`config.mk`:
```
export PLATFORM = sky130hd
export DESIGN_NAME = sbc_cfg_regs
export DESIGN_NICKNAME = d
export VERILOG_FILES = /design/src/sbc_cfg_pkg.sv /design/src/sbc_cfg_regs.sv /design/src/sbc_spi_frame.sv
export SDC_FILE = /design/constraint.sdc
export NUM_CORES = 1
export LEC_CHECK = 0
export ABC_CLOCK_PERIOD_IN_PS = 2750
export BUFFER_PORTS_ARGS = -buffer_cell sky130_fd_sc_hd__buf_2
export CAP_MARGIN = 30
export CORE_MARGIN = 4
export CORE_UTILIZATION = 35
export DETAILED_ROUTE_END_ITERATION = 10
export HOLD_SLACK_MARGIN = 0.06
export PLACE_DENSITY = 0.57
export SYNTH_ARGS = -nofsm -noshare
export SYNTH_HDL_FRONTEND = slang
export SYNTH_SLANG_ARGS = --single-unit
export TNS_END_PERCENT = 30
```
`constraint.sdc`:
```
create_clock -name core_clk_in -period 2.75 [get_ports core_clk_in]
set_input_delay 0 -clock core_clk_in [delete_from_list [all_inputs] [get_ports core_clk_in]]
set_output_delay 0 -clock core_clk_in [all_outputs]
set_load 0.01 [all_outputs]
```
`src/sbc_cfg_pkg.sv`:
```
// Constants for the configuration register bank of the system basis chip:
// frame layout, register addresses, field positions, reset values, timing.
// Assumes one 25 MHz core clock and 16-bit serial frames, most significant bit first.
package sbc_cfg_pkg;

   // Frame layout
   localparam int          FRAME_BITS    = 16;
   localparam int          HDR_BITS      = 3;
   localparam int          ADDR_HI       = 15;
   localparam int          ADDR_LO       = 14;
   localparam int          RSEL_BIT      = 13;
   localparam int          RDO_BIT       = 12;

   // Register addresses in the top two frame bits
   localparam logic [1:0]  ADDR_SYSCFG   = 2'h2;
   localparam logic [1:0]  ADDR_PHYCTL   = 2'h3;

   // System configuration field positions
   localparam int          SYS_RLN       = 8;
   localparam int          SYS_V1CM      = 4;
   localparam int          SYS_WEN       = 3;
   localparam int          SYS_WSM       = 2;
   localparam int          SYS_LPEN      = 1;
   localparam int          SYS_LPL       = 0;

   // Physical layer control field positions
   localparam int          PHY_CSK       = 11;
   localparam int          PHY_PNET      = 10;
   localparam int          PHY_OFFT      = 9;

   // Reset values of the stored fields
   localparam logic        RST_RLN       = 1'h1;
   localparam logic        RST_V1CM      = 1'h0;
   localparam logic        RST_WEN       = 1'h0;
   localparam logic        RST_WSM       = 1'h0;
   localparam logic        RST_LPEN      = 1'h0;
   localparam logic        RST_LPL       = 1'h0;
   localparam logic        RST_CSK       = 1'h0;
   localparam logic        RST_PNET      = 1'h0;
   localparam logic        RST_OFFT      = 1'h0;

   // Reply words keep the header bits cleared
   localparam logic [15:0] REPLY_MASK    = 16'h1FFF;

   // Off-line idle period codes
   localparam logic [1:0]  OFFL_SHORT    = 2'h0;
   localparam logic [1:0]  OFFL_LONG     = 2'h1;
   localparam logic [1:0]  OFFL_EXT      = 2'h2;

   // Reset lengthening times and their cycle counts
   localparam int          CLK_MHZ       = 25;
   localparam int          RST_SHORT_US  = 1000;
   localparam int          RST_LONG_US   = 20000;
   localparam int          RST_SHORT_CYC = RST_SHORT_US * CLK_MHZ;
   localparam int          RST_LONG_CYC  = RST_LONG_US * CLK_MHZ;

endpackage : sbc_cfg_pkg

```
`src/sbc_cfg_regs.sv`:
```
// System configuration and physical layer control register bank of the system basis chip.
// Assumes the serial master sends whole 16-bit frames and that mode entry events
// arrive as one-cycle pulses from the mode controller.
//
// Notes on behaviour
// - Monitor bit one: rising supply current resets if watchdog was off in Standby.
// - Wake enable zero: wake input off, wake status flags held unchanged.
// - Wake sample bit chooses cyclic sampling (one) or continuous sampling (zero).
// - Inhibit/limp enable one drives the pin; zero leaves it floating.
// - With enable set, pin follows the inhibit/limp level bit.
// - Entering Restart or Fail-safe mode sets the long reset length bit.
// - Short external reset pulses are stretched to the programmed reset length.
// - Address pattern 11 selects the physical layer control register.
// - Read select returns general purpose feedback 1 or control feedback.
// - Read-only bit returns data without updating physical layer control.
// - Supply keep bit holds the CAN supply on in Off-line mode.
// - Partial network bit selects Listen mode; cleared entering On-line or Active.
// - Timeout bit one selects the long idle period, extended after wake-up.
// - Address pattern 10 selects the system configuration register.
// - Timeout bit zero selects the short idle period, extended after wake-up.
// - Read-only configuration access returns selected register, contents kept.
`timescale 1ns/1ps
module sbc_cfg_regs
#(
   parameter int RST_SHORT_CYC = sbc_cfg_pkg::RST_SHORT_CYC,
   parameter int RST_LONG_CYC  = sbc_cfg_pkg::RST_LONG_CYC
)
(
   // Clock and reset
   input  wire logic        core_clk_in,
   input  wire logic        nrst_in,
   // Serial interface
   input  wire logic        spi_clk_in,
   input  wire logic        spi_csn_in,
   input  wire logic        spi_mosi_in,
   output logic             spi_miso_out,
   output logic             spi_miso_oe_out,
   // General purpose feedback words
   input  wire logic [15:0] gp_feedback0_in,
   input  wire logic [15:0] gp_feedback1_in,
   // Mode events and states
   input  wire logic        restart_entry_in,
   input  wire logic        failsafe_entry_in,
   input  wire logic        can_online_entry_in,
   input  wire logic        can_active_entry_in,
   input  wire logic        can_offline_mode_in,
   input  wire logic        can_wake_event_in,
   input  wire logic        standby_mode_in,
   input  wire logic        watchdog_off_in,
   input  wire logic        mcu_supply_current_rise_in,
   // Wake input
   input  wire logic        wake_pin_in,
   input  wire logic        wake_cyclic_tick_in,
   input  wire logic        wake_status_clear_in,
   output logic             wake_edge_status_out,
   output logic             wake_level_status_out,
   // Inhibit/limp pin
   output logic             inhibit_limp_output_out,
   output logic             inhibit_limp_oe_out,
   // Reset line, open drain
   input  wire logic        rstn_pin_in,
   output logic             rstn_pin_out,
   output logic             rstn_pin_oe_out,
   // Supervisor and transceiver controls
   output logic             mcu_reset_request_out,
   output logic             watchdog_reactivate_out,
   output logic             can_supply_enable_out,
   output logic             partial_network_listen_out,
   output logic [1:0]       offline_period_out,
   output logic             reset_length_select_out
);

   logic        hdr_valid;
   logic [2:0]  hdr;
   logic        frame_valid;
   logic [15:0] frame;
   logic [15:0] tx_word_q;
   logic        rln_q;
   logic        v1cm_q;
   logic        wen_q;
   logic        wsm_q;
   logic        lpen_q;
   logic        lpl_q;
   logic        csk_q;
   logic        pnet_q;
   logic        offt_q;
   logic        wake_ext_q;
   logic        wake_prev_q;
   logic        rst_prev_q;
   logic [31:0] stretch_q;
   logic        sys_wr;
   logic        phy_wr;
   logic        wake_take;
   logic        rst_trig;

   // Word read back from a feedback register, header bits cleared
   function automatic logic [15:0] fb_word(input logic [15:0] w);
      return w & sbc_cfg_pkg::REPLY_MASK;
   endfunction : fb_word

   // Frame engine
   sbc_spi_frame u_frame
   (
      .core_clk_in     (core_clk_in),
      .nrst_in         (nrst_in),
      .spi_clk_in      (spi_clk_in),
      .spi_csn_in      (spi_csn_in),
      .spi_mosi_in     (spi_mosi_in),
      .spi_miso_out    (spi_miso_out),
      .spi_miso_oe_out (spi_miso_oe_out),
      .tx_word_in      (tx_word_q),
      .hdr_valid_out   (hdr_valid),
      .hdr_out         (hdr),
      .frame_valid_out (frame_valid),
      .frame_out       (frame)
   );

   // Writes need a whole frame with the read-only bit clear
   assign sys_wr = frame_valid && frame[15:14] == sbc_cfg_pkg::ADDR_SYSCFG
                   && !frame[sbc_cfg_pkg::RDO_BIT];
   assign phy_wr = frame_valid && frame[15:14] == sbc_cfg_pkg::ADDR_PHYCTL
                   && !frame[sbc_cfg_pkg::RDO_BIT];

   // Reply word chosen once the header bits are in
   always_ff @(posedge core_clk_in or negedge nrst_in)
   begin
      if (!nrst_in)
         tx_word_q <= 16'h0;
      else if (hdr_valid)
      begin
         case (hdr[2:1])
            sbc_cfg_pkg::ADDR_SYSCFG:
               tx_word_q <= hdr[0] ? fb_word(gp_feedback0_in)
                            : fb_word({7'h0, rln_q, 3'h0, v1cm_q, wen_q, wsm_q, lpen_q, lpl_q});
            sbc_cfg_pkg::ADDR_PHYCTL:
               tx_word_q <= hdr[0] ? fb_word(gp_feedback1_in)
                            : fb_word({4'h0, csk_q, pnet_q, offt_q, 9'h0});
            default:
               tx_word_q <= 16'h0;
         endcase
      end
   end

   // System configuration fields; mode entry sets the long reset length over a write
   always_ff @(posedge core_clk_in or negedge nrst_in)
   begin
      if (!nrst_in)
      begin
         rln_q  <= sbc_cfg_pkg::RST_RLN;
         v1cm_q <= sbc_cfg_pkg::RST_V1CM;
         wen_q  <= sbc_cfg_pkg::RST_WEN;
         wsm_q  <= sbc_cfg_pkg::RST_WSM;
         lpen_q <= sbc_cfg_pkg::RST_LPEN;
         lpl_q  <= sbc_cfg_pkg::RST_LPL;
      end
      else
      begin
         if (sys_wr)
         begin
            rln_q  <= frame[sbc_cfg_pkg::SYS_RLN];
            v1cm_q <= frame[sbc_cfg_pkg::SYS_V1CM];
            wen_q  <= frame[sbc_cfg_pkg::SYS_WEN];
            wsm_q  <= frame[sbc_cfg_pkg::SYS_WSM];
            lpen_q <= frame[sbc_cfg_pkg::SYS_LPEN];
            lpl_q  <= frame[sbc_cfg_pkg::SYS_LPL];
         end
         if (restart_entry_in || failsafe_entry_in)
            rln_q <= 1'h1;
      end
   end

   // Physical layer control fields; mode entry clears partial networking over a write
   always_ff @(posedge core_clk_in or negedge nrst_in)
   begin
      if (!nrst_in)
      begin
         csk_q  <= sbc_cfg_pkg::RST_CSK;
         pnet_q <= sbc_cfg_pkg::RST_PNET;
         offt_q <= sbc_cfg_pkg::RST_OFFT;
      end
      else
      begin
         if (phy_wr)
         begin
            csk_q  <= frame[sbc_cfg_pkg::PHY_CSK];
            pnet_q <= frame[sbc_cfg_pkg::PHY_PNET];
            offt_q <= frame[sbc_cfg_pkg::PHY_OFFT];
         end
         if (can_online_entry_in || can_active_entry_in)
            pnet_q <= 1'h0;
      end
   end

   // Wake input sampled continuously or on the cyclic tick, frozen when disabled
   assign wake_take = wen_q && (!wsm_q || wake_cyclic_tick_in);
   always_ff @(posedge core_clk_in or negedge nrst_in)
   begin
      if (!nrst_in)
      begin
         wake_prev_q           <= 1'h1;
         wake_edge_status_out  <= 1'h0;
         wake_level_status_out <= 1'h0;
      end
      else
      begin
         if (wake_take)
         begin
            wake_prev_q           <= wake_pin_in;
            wake_level_status_out <= wake_pin_in;
         end
         if (wake_take && wake_prev_q && !wake_pin_in)
            wake_edge_status_out <= 1'h1;
         else if (wake_status_clear_in && wen_q)
            wake_edge_status_out <= 1'h0;
      end
   end

   // Inhibit/limp pin drive and level
   always_ff @(posedge core_clk_in or negedge nrst_in)
   begin
      if (!nrst_in)
      begin
         inhibit_limp_oe_out     <= 1'h0;
         inhibit_limp_output_out <= 1'h0;
      end
      else
      begin
         inhibit_limp_oe_out     <= lpen_q;
         inhibit_limp_output_out <= lpen_q & lpl_q;
      end
   end

   // Supply current monitor outcome in Standby: reset with the watchdog off and monitor bit set, else watchdog reactivation
   always_ff @(posedge core_clk_in or negedge nrst_in)
   begin
      if (!nrst_in)
      begin
         mcu_reset_request_out   <= 1'h0;
         watchdog_reactivate_out <= 1'h0;
      end
      else
      begin
         mcu_reset_request_out   <= mcu_supply_current_rise_in && standby_mode_in
                                    && watchdog_off_in && v1cm_q;
         watchdog_reactivate_out <= mcu_supply_current_rise_in && standby_mode_in
                                    && !(watchdog_off_in && v1cm_q);
      end
   end

   // Reset line stretching; our own drive never retriggers it
   assign rst_trig = (rst_prev_q && !rstn_pin_in && !rstn_pin_oe_out) || mcu_reset_request_out;
   always_ff @(posedge core_clk_in or negedge nrst_in)
   begin
      if (!nrst_in)
      begin
         rst_prev_q      <= 1'h1;
         stretch_q       <= 32'h0;
         rstn_pin_oe_out <= 1'h0;
         rstn_pin_out    <= 1'h0;
      end
      else
      begin
         rst_prev_q   <= rstn_pin_in;
         rstn_pin_out <= 1'h0;
         if (rst_trig)
         begin
            stretch_q       <= rln_q ? 32'(RST_LONG_CYC - 1) : 32'(RST_SHORT_CYC - 1);
            rstn_pin_oe_out <= 1'h1;
         end
         else if (stretch_q != 32'h0)
            stretch_q <= stretch_q - 32'h1;
         else
            rstn_pin_oe_out <= 1'h0;
      end
   end

   // Transceiver controls, wake extension held until Off-line mode is reached
   always_ff @(posedge core_clk_in or negedge nrst_in)
   begin
      if (!nrst_in)
      begin
         wake_ext_q                 <= 1'h0;
         can_supply_enable_out      <= 1'h1;
         partial_network_listen_out <= 1'h0;
         offline_period_out         <= sbc_cfg_pkg::OFFL_SHORT;
         reset_length_select_out    <= sbc_cfg_pkg::RST_RLN;
      end
      else
      begin
         if (can_wake_event_in)
            wake_ext_q <= 1'h1;
         else if (can_offline_mode_in)
            wake_ext_q <= 1'h0;
         can_supply_enable_out      <= !can_offline_mode_in || csk_q;
         partial_network_listen_out <= pnet_q;
         offline_period_out         <= wake_ext_q ? sbc_cfg_pkg::OFFL_EXT
                                       : offt_q ? sbc_cfg_pkg::OFFL_LONG
                                       : sbc_cfg_pkg::OFFL_SHORT;
         reset_length_select_out    <= rln_q;
      end
   end
endmodule : sbc_cfg_regs

```
`src/sbc_spi_frame.sv`:
```
// Serial frame engine: collects one 16-bit full-duplex frame and shifts a reply out.
// Assumes serial pins synchronous to the core clock, clock idle low, data taken on
// the rising edge and changed on the falling edge, half period of two core clocks or more.
`timescale 1ns/1ps
module sbc_spi_frame
(
   // Clock and reset
   input  wire logic        core_clk_in,
   input  wire logic        nrst_in,
   // Serial pins
   input  wire logic        spi_clk_in,
   input  wire logic        spi_csn_in,
   input  wire logic        spi_mosi_in,
   output logic             spi_miso_out,
   output logic             spi_miso_oe_out,
   // Reply word and received data
   input  wire logic [15:0] tx_word_in,
   output logic             hdr_valid_out,
   output logic [2:0]       hdr_out,
   output logic             frame_valid_out,
   output logic [15:0]      frame_out
);

   logic        sclk_q;
   logic        csn_q;
   logic [4:0]  cnt_q;
   logic [15:0] shift_q;
   logic        rise;
   logic        fall;

   // Edge detection on the serial clock
   assign rise = spi_clk_in & ~sclk_q;
   assign fall = ~spi_clk_in & sclk_q;

   // Previous pin levels
   always_ff @(posedge core_clk_in or negedge nrst_in)
   begin
      if (!nrst_in)
      begin
         sclk_q <= 1'h0;
         csn_q  <= 1'h1;
      end
      else
      begin
         sclk_q <= spi_clk_in;
         csn_q  <= spi_csn_in;
      end
   end

   // Shift register, bit count and header pulse
   always_ff @(posedge core_clk_in or negedge nrst_in)
   begin
      if (!nrst_in)
      begin
         cnt_q         <= 5'h0;
         shift_q       <= 16'h0;
         hdr_valid_out <= 1'h0;
         hdr_out       <= 3'h0;
      end
      else
      begin
         hdr_valid_out <= 1'h0;
         if (csn_q && !spi_csn_in)
         begin
            cnt_q   <= 5'h0;
            shift_q <= 16'h0;
         end
         else if (!spi_csn_in && rise && cnt_q < 5'(sbc_cfg_pkg::FRAME_BITS))
         begin
            shift_q <= {shift_q[14:0], spi_mosi_in};
            cnt_q   <= cnt_q + 5'h1;
            if (cnt_q == 5'(sbc_cfg_pkg::HDR_BITS - 1))
            begin
               hdr_valid_out <= 1'h1;
               hdr_out       <= {shift_q[1:0], spi_mosi_in};
            end
         end
      end
   end

   // Whole frames only are passed on at deselect
   always_ff @(posedge core_clk_in or negedge nrst_in)
   begin
      if (!nrst_in)
      begin
         frame_valid_out <= 1'h0;
         frame_out       <= 16'h0;
      end
      else
      begin
         frame_valid_out <= !csn_q && spi_csn_in && cnt_q == 5'(sbc_cfg_pkg::FRAME_BITS);
         if (!csn_q && spi_csn_in)
            frame_out <= shift_q;
      end
   end

   // Reply bits change on the falling serial clock edge
   always_ff @(posedge core_clk_in or negedge nrst_in)
   begin
      if (!nrst_in)
      begin
         spi_miso_out    <= 1'h0;
         spi_miso_oe_out <= 1'h0;
      end
      else
      begin
         spi_miso_oe_out <= ~spi_csn_in;
         if (csn_q && !spi_csn_in)
            spi_miso_out <= 1'h0;
         else if (!spi_csn_in && fall && cnt_q != 5'h0 && cnt_q < 5'(sbc_cfg_pkg::FRAME_BITS))
            spi_miso_out <= tx_word_in[4'(15 - int'(cnt_q))];
      end
   end

endmodule : sbc_spi_frame

```
# ---- After elaboration in Yosys (flattened, before gate mapping)
# Cells that the tools add are included.
dict set report totals {
  ff_bits 118
  in_bits 50
  out_inout_bits 15
  elab_cells 131
}
dict set report op_classes {
  add_sub_neg 3
  n_lt_le_gt_ge 2
  n_eq_ne 7
  mux 30
  bitwise 7
  reduce_logical 47
}
# op n
set op_table {}
lappend op_table {{2-to-1 mux 32 bit} 2}
lappend op_table {{2-to-1 mux 16 bit} 2}
lappend op_table {{case mux 16 bit (2 select lines)} 1}
lappend op_table {{nonzero test 32 bit} 1}
lappend op_table {{subtractor 32 x 1 -> 32 bit (second input constant)} 1}
lappend op_table {{2-to-1 mux 13 bit} 2}
lappend op_table {{logical AND 1 bit} 23}
lappend op_table {{2-to-1 mux 19 bit} 1}
lappend op_table {{2-to-1 mux 1 bit} 18}
lappend op_table {{nonzero test 2 bit} 7}
lappend op_table {{2-to-1 mux 5 bit} 2}
lappend op_table {{zero test 1 bit} 9}
lappend op_table {{equality test 2 bit (second input constant)} 4}
lappend op_table {{less-than comparator 4 x 6 -> 1 bit (second input constant)} 1}
lappend op_table {{adder 5 x 1 -> 5 bit (second input constant)} 1}
lappend op_table {{equality test 5 x 2 -> 1 bit (second input constant)} 1}
lappend op_table {{equality test 5 bit (second input constant)} 1}
lappend op_table {{logical OR 1 bit} 5}
lappend op_table {{less-than comparator 5 bit (second input constant)} 1}
lappend op_table {{nonzero test 5 bit} 1}
lappend op_table {{binary-select mux 1 bit (select 4 bit)} 1}
lappend op_table {{NOT 1 bit} 4}
lappend op_table {{subtractor 4 bit (first input constant)} 1}
lappend op_table {{AND 1 bit} 3}
lappend op_table {{other kinds (3)} 3}

# ---- Depth between registers and ports, before layout
# Gate-level depths: netlist (run 1).
dict set report logic_depth {
  depth_word 7
  depth_mapped 8
  ltp_nobuf 7
}

# ---- Hierarchy
# Synthesis (run 1) repeated with hierarchy kept, for this count alone.
dict set report unflattened {
  hier_cells 464
  area_unflattened_um2 5288.8
}
# mod instances cells_per_inst area_per_inst_um2 seq_area_each_um2
set modules_own_cells {}
lappend modules_own_cells {sbc_cfg_regs 1 323 3379.5 1732.9}
lappend modules_own_cells {sbc_spi_frame 1 141 1909.3 1152.4}

# ---- Worst setup path after synthesis (run 1)
# OpenSTA, ideal clock, no wires.
dict set report synth_timing {
  path_type {flip-flop to flip-flop}
  from {register stretch_q[28]}
  to {register stretch_q[16]}
  setup_ns 0.118
  arrival_time_ns 2.065
  required_ns 2.632
  slack_ns 0.567
  path_stages_with_launch 7
  path_buffers 1
  period_less_slack_ns 2.183
  path_cell_list {dfrtp_1 > or4_4 > or4_4 > buf_6 > nor4_4 > nor2_1 > a21o_1}
}
dict set report synth_between {
  elab_chain_len 2
}
# element line
set synth_lines {}
lappend synth_lines {{start, declared} sbc_cfg_regs.sv:90} ;# logic [31:0] stretch_q;
lappend synth_lines {{start signal, assigned} sbc_cfg_regs.sv:267} ;# stretch_q <= rln_q ? 32'(RST_LONG_CYC - 1) : 32'(RST_SHORT_CYC - 1);
lappend synth_lines {{start signal, assigned} sbc_cfg_regs.sv:271} ;# stretch_q <= stretch_q - 32'h1;
lappend synth_lines {{nonzero test 32 bit} sbc_cfg_regs.sv:270} ;# else if (stretch_q != 32'h0)
lappend synth_lines {{nonzero test 2 bit (no source line)} n/a}
# No other way between the ends.
# A chain may end at the register's enable or synchronous reset.

# ---- Worst setup path after layout (run 1)
dict set report layout_timing {
  from {register stretch_q[4]}
  to {register stretch_q[30]}
}
dict set report layout_between {
  elab_chain_len 3
  word_cells_on_any_way 5
  cone_classes {add/sub (1); mux (2); reduce/logical (2)}
}
# element line
set layout_lines {}
lappend layout_lines {{subtractor 32 x 1 -> 32 bit} sbc_cfg_regs.sv:271}
lappend layout_lines {{2-to-1 mux 32 bit} sbc_cfg_regs.sv:270}
lappend layout_lines {{2-to-1 mux 32 bit} sbc_cfg_regs.sv:265} ;# if (rst_trig)
# Parallel ways exist; a longest one is shown, timed or not. The select of a mux whose other input is x is not followed.

==> results of run 1 <==
[stage by stage]
step,utilization,cells,total power [mW],area (sq um),setup slack (ns)
3_5_place_dp,0.393,722,1.90,5710,0.433
2_1_floorplan,-,492,1.80,5190,0.567
5_1_grt,0.431,765,3.31,6270,0.261
3_3_place_gp,0.393,722,1.90,5710,0.433
6_report,0.431,765,3.17,6270,0.390
4_1_cts,0.431,765,3.21,6270,0.420
[area by class of cell]
class | instances | area, sq um
fill | 1423 | 8270
sequential | 111 | 2790
multi-input combinational | 340 | 2230
timing repair buffer | 97 | 668
clock buffer | 12 | 256
tap | 184 | 230
inverter | 17 | 63.8
clock inverter | 4 | 30.0
[kinds of logic (layout without fill, tap and decap cells)]
group,after synthesis,after routing
other,1,1
buffers and inverters,41,130
muxes,43,43
and+or+nand+nor,187,187
adders and majority gates,4,4
xor gates and xnor gates,8,8
DFF,111,111
AOI/OAI and AO/OA,97,97
[routing by layer]
layer	vias up	track usage	routed length, um
met4	0	0.0507	199
met5	-	0	0
met2	75	0.231	5680
li1	1935	-	-
met3	14	0.0332	453
met1	1967	0.217	5770
[synthesized netlist by cell type (all sizes together), types with 2 or more instances]
library cell	number
o21ai	13
nor2	29
mux2i	11
dfrtp	105
o31ai	10
mux2	29
or2	2
xor2	4
o22ai	8
nor3b	2
a22oi	4
xnor2	4
dfstp	6
or3	19
nand4	5
and2	4
a21o	3
mux4	3
a31oi	8
a221o	4
nor3	14
clkbuf	18
a21oi	35
or4	9
a41oi	2
inv	17
nand2	58
nand3	11
nand2b	10
nor4	8
and4	3
ha	4
o41ai	3
o311ai	2
nor2b	9
buf	6
[worst paths after layout]
| path | start | end | slack (ns) |
|---|---|---|---|
| hold reg to reg | wake_ext_q | offline_period_out[1] | 0.43 |
| setup / recovery | stretch_q[4] | stretch_q[30] | 0.39 |
| hold / removal | gp_feedback0_in[10] | tx_word_q[10] | 0.07 |
| setup reg to reg | stretch_q[4] | stretch_q[30] | 0.39 |
| max in group asynchronous | nrst_in | can_supply_enable_out | 1.71 |
| min in group asynchronous | nrst_in | stretch_q[9] | 0.24 |
[worst min-delay path, stage by stage]
cell and delay, ns:
buf_2 0.07, mux2i_1 0.06, nor2_1 0.09, a31oi_1 0.05, o22ai_1 0.10
[flip-flops by register name, indices dropped and copies added, names as in the netlist, 2 cells and up]
register	flops
stretch_q	32
u_frame.shift_q	16
u_frame.frame_out	12
tx_word_q	13
u_frame.hdr_out	3
u_frame.cnt_q	5
offline_period_out	2
[power by group through the flow]
stage	clock [mW]	sequential (mW)	combinational, mW
finish	1.28	1.70	0.190
global route	1.39	1.70	0.216
CTS	1.31	1.70	0.196
detailed placement	0	1.73	0.172
global placement	0	1.73	0.168
floorplan	0	1.72	0.0878
==> results.txt, run 1 <==
The register bit count reported by yosys came out at 111. The tools report the hold violation count in the final report as 0. The share of the synthesized area in compound gates (AO/OA/AOI/OAI) works out to 0.118.

In this run, synthesis inferred 0 flip-flops with an integrated enable. In this run the post-CTS setup repair buffer count came out at 0. The post-synthesis share of cell area spent on xor and xnor gates was 0.0135.

For the number of ports placed on the die boundary, the log shows 65. The tools report the highest ir drop seen on vdd as 0.316 mV. On the critical path the largest part of the delay comes from simple AND/OR/NAND/NOR gates.

The net count after synthesis was 546. The final critical path time including I/O delays and setup is 2.36 ns, and the final count of pins violating max slew is 0. Design internal power: 2.43 mW.

Category of the critical setup timing path: register to register. The share of the cycle needed by the critical path after routing works out to 0.858. The sequential element share of the synthesized area is 0.537. HPWL after detailed placement: 8430 um.

The floorplan step set the die height to 130 um. The slowest cell on the critical path was or4_1. The overall die width works out to 130 um.

The first detailed-routing pass took 4 iterations. The count of buffers added on input and output ports is 57. In this run the power spent charging and discharging nets is 739 uW. The tools report the sum of negative setup slack as 0 ns. Number of violations reported at the end of detailed-routing iteration 0: 269.

The clock root buffer is clkbuf_16. The area of the die came out at 16,800 sq um. The count of nets left with antenna violations after detail routing is 0.

TritonCTS created 9 clock buffers. The adder and majority gate portion of the synthesized area is 0.00965. Post-detailed-routing wire length: 12,100 um. Hold repair after CTS inserted 27 buffers. The logs give 0.060 for the combinational power share and 5190 sq um for the synthesized area. By instance count, the cell type seen most on the critical path is or4_1. The area share of the largest cell type after synthesis was 0.507; the largest net degree at the start of global routing was 58.

In the post-synthesis netlist, the biggest area contributors are dfrtp_1, mux2_2, nand2_1, a21oi_1, dfstp_2. The flow ran to the end, and the final reports show no timing, DRC or antenna violations. For the number of remaining DRC errors, the log shows 0. The run gives 0.424 GHz as the achievable clock frequency.

After floorplanning, the core was divided into 44 placement rows. The count of buffering cells on the critical path with inverters included is 0, and the clock slew seen by the registers of the worst setup and hold paths is 0.08 ns. The tools report the total global routing track utilization as 0.152.

For the worst setup path, the data arrival time is 2.63 ns. The slew of the pin with the lowest slew margin works out to 0.726 ns. Share of synthesized cell area in and, or, nand and nor gates: 0.191.

The top cell types in the final layout, fill and taps aside, are dfrtp_1, nand2_1, buf_2, a21oi_1. STA puts the critical path data required time at 3.02 ns. The clock passes through at most 2 buffers. Leaving out fill and tap cells, the most frequent cell in the layout is dfrtp_1. The synthesized instance count came out at 492.

The critical path launch point type was a register. The total inserted antenna cells came out at 0. Setup repair after global routing left no endpoint under its margin. Class of the tightest hold or removal check: input port to register. The average vias per placed instance works out to 5.22. Post-CTS repair changed the size of 0 cells. The tightest hold path in the finished design has a slack of 0.0682 ns. The first global-routing pass estimated 20,200 um of wire.

The layout cell share with drive strength beyond 1 came out at 0.227. Compared with the post-synthesis result, the final layout area differs by 20.8%. By area, the combinational part of the netlist is dominated by simple AND/OR/NAND/NOR gates. The largest single stage delay on the critical path is 0.59 ns.

STA classifies the critical path endpoint as a register. The portion of netlist area occupied by mux cells was 0.0972; the via count of the first global-routing pass was 4,106. The tools report the initial cell density of the core as 0.357. The detailed router placed 3,991 vias in this run. The power per unit of standard cell area is 506 nW/um^2, and the number of cells on the critical path is 5.

For the final database, setup skew stands at 0.00951 ns. The analysis attributes to cell leakage a power of 2.66 nW. The clock sink count is 111. The synthesized netlist contains 54 unique library cells.

The congestion estimate from routability-driven global placement came to 0.858. Max-cap violations in this run came to 0. Along the worst hold path, the cell count comes to 5. The logs give 0.404 for the relative contribution of the clock network to total power and 3 for the CTS H-tree depth. The proportion of synthesized flip-flops having asynchronous set or reset was 1.00; the peak fanout along the critical path was 6.

At the later pin of the worst-skew pair, clock insertion delay measures 0.35 ns. Walking the worst path, the cells encountered are or4_1 > nor4_2 > nand2_1 > or4_1 > a21oi_1. TritonCTS built the clock tree. For this run, the leading register cell type out of synthesis is dfrtp_1.

During synthesis, Yosys emitted a total of 0 warnings. After detailed routing, the average wire length per cell comes to 15.8 um. The fraction of power consumed by sequential logic is 0.536, and the synthesized area divided by synthesized cell count is 10.5 sq um.

Setup violations remaining at the end of the flow were counted as 0. The tools report the worst-case headroom to the max-slew limit as 0.512. The largest total area in the synthesized netlist belongs to dfrtp_1. In the final design database the tool counted 630 nets. The tools report the number of antenna violations at the first check in global routing as 0. The number of cells on the worst reg-to-reg path works out to 5. The total overflow left after global routing is 0. The fraction of power spent switching nets is 0.233. The total area inside the core boundary comes to 14,500 sq um.
Power figures use the tool's default switching activity.
==> inputs of run 2 (changes only) <==
- ABC_CLOCK_PERIOD_IN_PS: 2750 -> 2850
- clock period: 2.75 -> 2.85 ns (I/O delays scaled with it)
==> results.txt, run 2 (synthesized netlist as in run 1, its figures left out) <==
TritonCTS built the clock tree. The worst hold path belongs to the class input port to register. The overflow left after global routing came out at 0.

The top cell types in the final layout, fill and taps aside, are dfrtp_1, nand2_1, buf_2, a21oi_1, dlygate4sd3_1. For the worst-skew pair, the clock arrives at the later sink with an insertion delay of 0.35 ns. The highest ir drop seen on vdd was 0.347 mV. The kind of end point of the critical path is a register. The logs give 0 for the setup-violating endpoint count in the final report and 3.07 ns for the required arrival time at the worst endpoint. The register with the most flip-flops in the layout has 32 of them. The slew of the pin with the lowest slew margin was 0.749 ns; the number of antenna violations at the first check in global routing was 0. From synthesis to final layout, the design area changed by 20.6%.

The wire-length estimate of the detail-placed layout is 8360 um. For the final database, setup skew stands at 0.00804 ns. The tools report the filler cell count in the final layout as 1,420. The category of the critical setup timing path is register to register. The number of cells on the worst hold path was 4. Most common cell after layout, fill and taps aside: dfrtp_1. Vertical die dimension: 130 um.

The tools report the launch instance of the worst min-delay path as gp_feedback0_in[0]. The tools report the clock root buffer as clkbuf_16. Summed over all layers, the routed wires come to 12,000 um. Share of the cycle needed by the critical path after routing: 0.835.

The tools report the largest net degree at the start of global routing as 59. The tree built by TritonCTS fans out to 111 sinks. The repair_antennas step left the layout with diodes totalling 0. The met2 wire length is 5720 um, and the number of cells on the worst reg-to-reg path is 6.

Data on the critical path arrives at its endpoint at 2.60 ns. The layout cell share with drive strength beyond 1 is 0.222. The clock slew seen by the registers of the worst setup and hold paths was 0.08 ns. Total global routing track utilization: 0.153. The run gives 765 as the non-filler instance count after layout.

For the initial cell density of the core, the log shows 0.357. The routed layout has 4,007 vias. For the CTS H-tree depth, the log shows 3.

The average routed wire per standard cell is 15.7 um, and the number of ports placed on the die boundary is 65. In the final layout, flip-flops and latches occupy 2790 sq um. Dividing total power by cell area gives a power density of 487 nW/um^2.

The hold-critical path endpoint is tx_word_q[0]. In the final layout, the registers with the most flip-flops are stretch_q: 32 flops, u_frame.shift_q: 16 flops, tx_word_q: 13 flops. The worst register-to-register path begins at stretch_q[28]. Counting stages on the worst path, the most repeated cell is or4_4.

The static power due to leakage is 2.65 nW, and the largest buffer count on any clock path is 2. The tools report the end of the worst register-to-register path as stretch_q[25]. Summed over all nets, wire length on met3 after detailed routing comes to 496 um.

The core box area is 14,500 sq um, and the number of cells in the design after placement is 719. Traced cell by cell, the critical path runs through or4_4 > or4_4 > nor3_2 > buf_4 > o311ai_0 > o41ai_1. Setup slack on the worst reg-to-reg path comes out at 0.47 ns. Routability-driven placement finished with a final weighted congestion of 0.862. The hold violation count in the final report was 0. Static timing analysis puts the maximum clock frequency at 0.420 GHz. In this run, the number of DRC markers left after iteration 0 of detailed routing was 212. The die covers 16,800 sq um. The floorplan step set the die width to 130 um.

The tools report the worst hold slack as 0.0656 ns. The tools report the number of gates given a new drive strength after cts as 0. The detailed router put a total of 5670 um of wire on met1.

Setup repair after global routing left no endpoint under its margin. The final critical path time including I/O delays and setup works out to 2.38 ns. The worst-case headroom to the max-slew limit is 0.500, and the clock buffer count from CTS is 9.

Total area of multi-input combinational cells: 2230 sq um. The highest layer used for signal routing is met4. Dividing the detail-routed via count by the number of cells gives 5.24. On the worst path, the slowest cell contributes a delay of 0.56 ns. The wire length of the first global-routing pass was 20,300 um; the final design area excluding fillers was 6260 sq um. The final count of pins violating max slew is 0.

The register with the highest flop count was stretch_q. The floorplan has 44 rows. The worst setup path is launched from a register.

The flow ran to the end, and the final reports show no timing, DRC or antenna violations. At the end of the flow, the number of nets in the layout was 630. Of all nets on the critical path, the largest fanout is 19.

The count of nets left with antenna violations after detail routing was 0; the iteration count of the initial detailed-routing pass was 5. In the final timing run, aggregate negative setup slack is 0 ns. The placed instances occupy a cell area of 5670 sq um. After detailed routing, the number of remaining DRC violations is 0. Via count of the first global-routing pass: 3,985.

On the critical path, the stage with the largest delay is an instance of or4_4. The max-capacitance violation count was 0. Total of buffers placed on input and output ports: 57.
-- run 2: changes by cell type in the layout (fill, tap and decap cells not counted) --
| cell | previous run | this run |
|---|---|---|
| dlygate4sd3_1 | 27 | 30 |
| buf_12 | 1 | 0 |
| inv_6 | 1 | 2 |
| clkbuf_8 | 2 | 1 |
| buf_4 | 13 | 11 |
-- run 2: routing by layer --
metal  up-vias  track usage
met5         -            0
met4         0       0.0513
met3         8       0.0311
met2        81        0.233
met1      1973        0.218
li1       1945            -
-- run 2: what timing repair did --
action / in CTS / in global routing
hold buffers: 30 / 0
setup buffers: 0 / 0
endpoints found under the setup margin: 0 / 0
hold endpoints to repair: 74 / 0
-- run 2: worst max path at each step --
stage / start / to / slack, ns
3_3_place_gp: stretch_q[4] / stretch_q[19] / 0.53
3_5_place_dp: stretch_q[28] / stretch_q[25] / 0.49
5_1_grt: stretch_q[4] / stretch_q[25] / 0.28
2_1_floorplan: stretch_q[28] / stretch_q[16] / 0.67
4_1_cts: stretch_q[28] / stretch_q[25] / 0.47
6_report: stretch_q[28] / stretch_q[25] / 0.47
-- run 2: power breakdown --
group          leakage [nW]  internal (mW)  total (mW)  switching [mW]
Clock                 0.137          0.625        1.22           0.597
Sequential             1.35           1.61        1.64          0.0302
Combinational          1.17         0.0927       0.185          0.0927
-- run 2: cell type report --
cell class	count	area share
Clock buffer	11	0.0388
Clock inverter	5	0.00620
Inverter	17	0.0102
Multi-Input combinational cell	340	0.357
Sequential cell	111	0.445
Tap cell	184	0.0368
Timing Repair Buffer	97	0.106
-- run 2: worst max-delay path, delay by kind of cell, from the launching register on --
family	cells	cell delay [ns]
AND/OR/NAND/NOR	3	1.29
flip-flops	1	0.41
buffers and inverters	1	0.28
AO/OA/AOI/OAI	2	0.27
-- run 2: stage by stage --
step / power, mW / worst slack, ns / util
after floorplan: 1.74 / 0.667 / -
after global placement: 1.83 / 0.534 / 0.390
after detailed placement: 1.84 / 0.486 / 0.390
after CTS: 3.10 / 0.466 / 0.430
after global routing: 3.19 / 0.277 / 0.430
final: 3.05 / 0.469 / 0.430
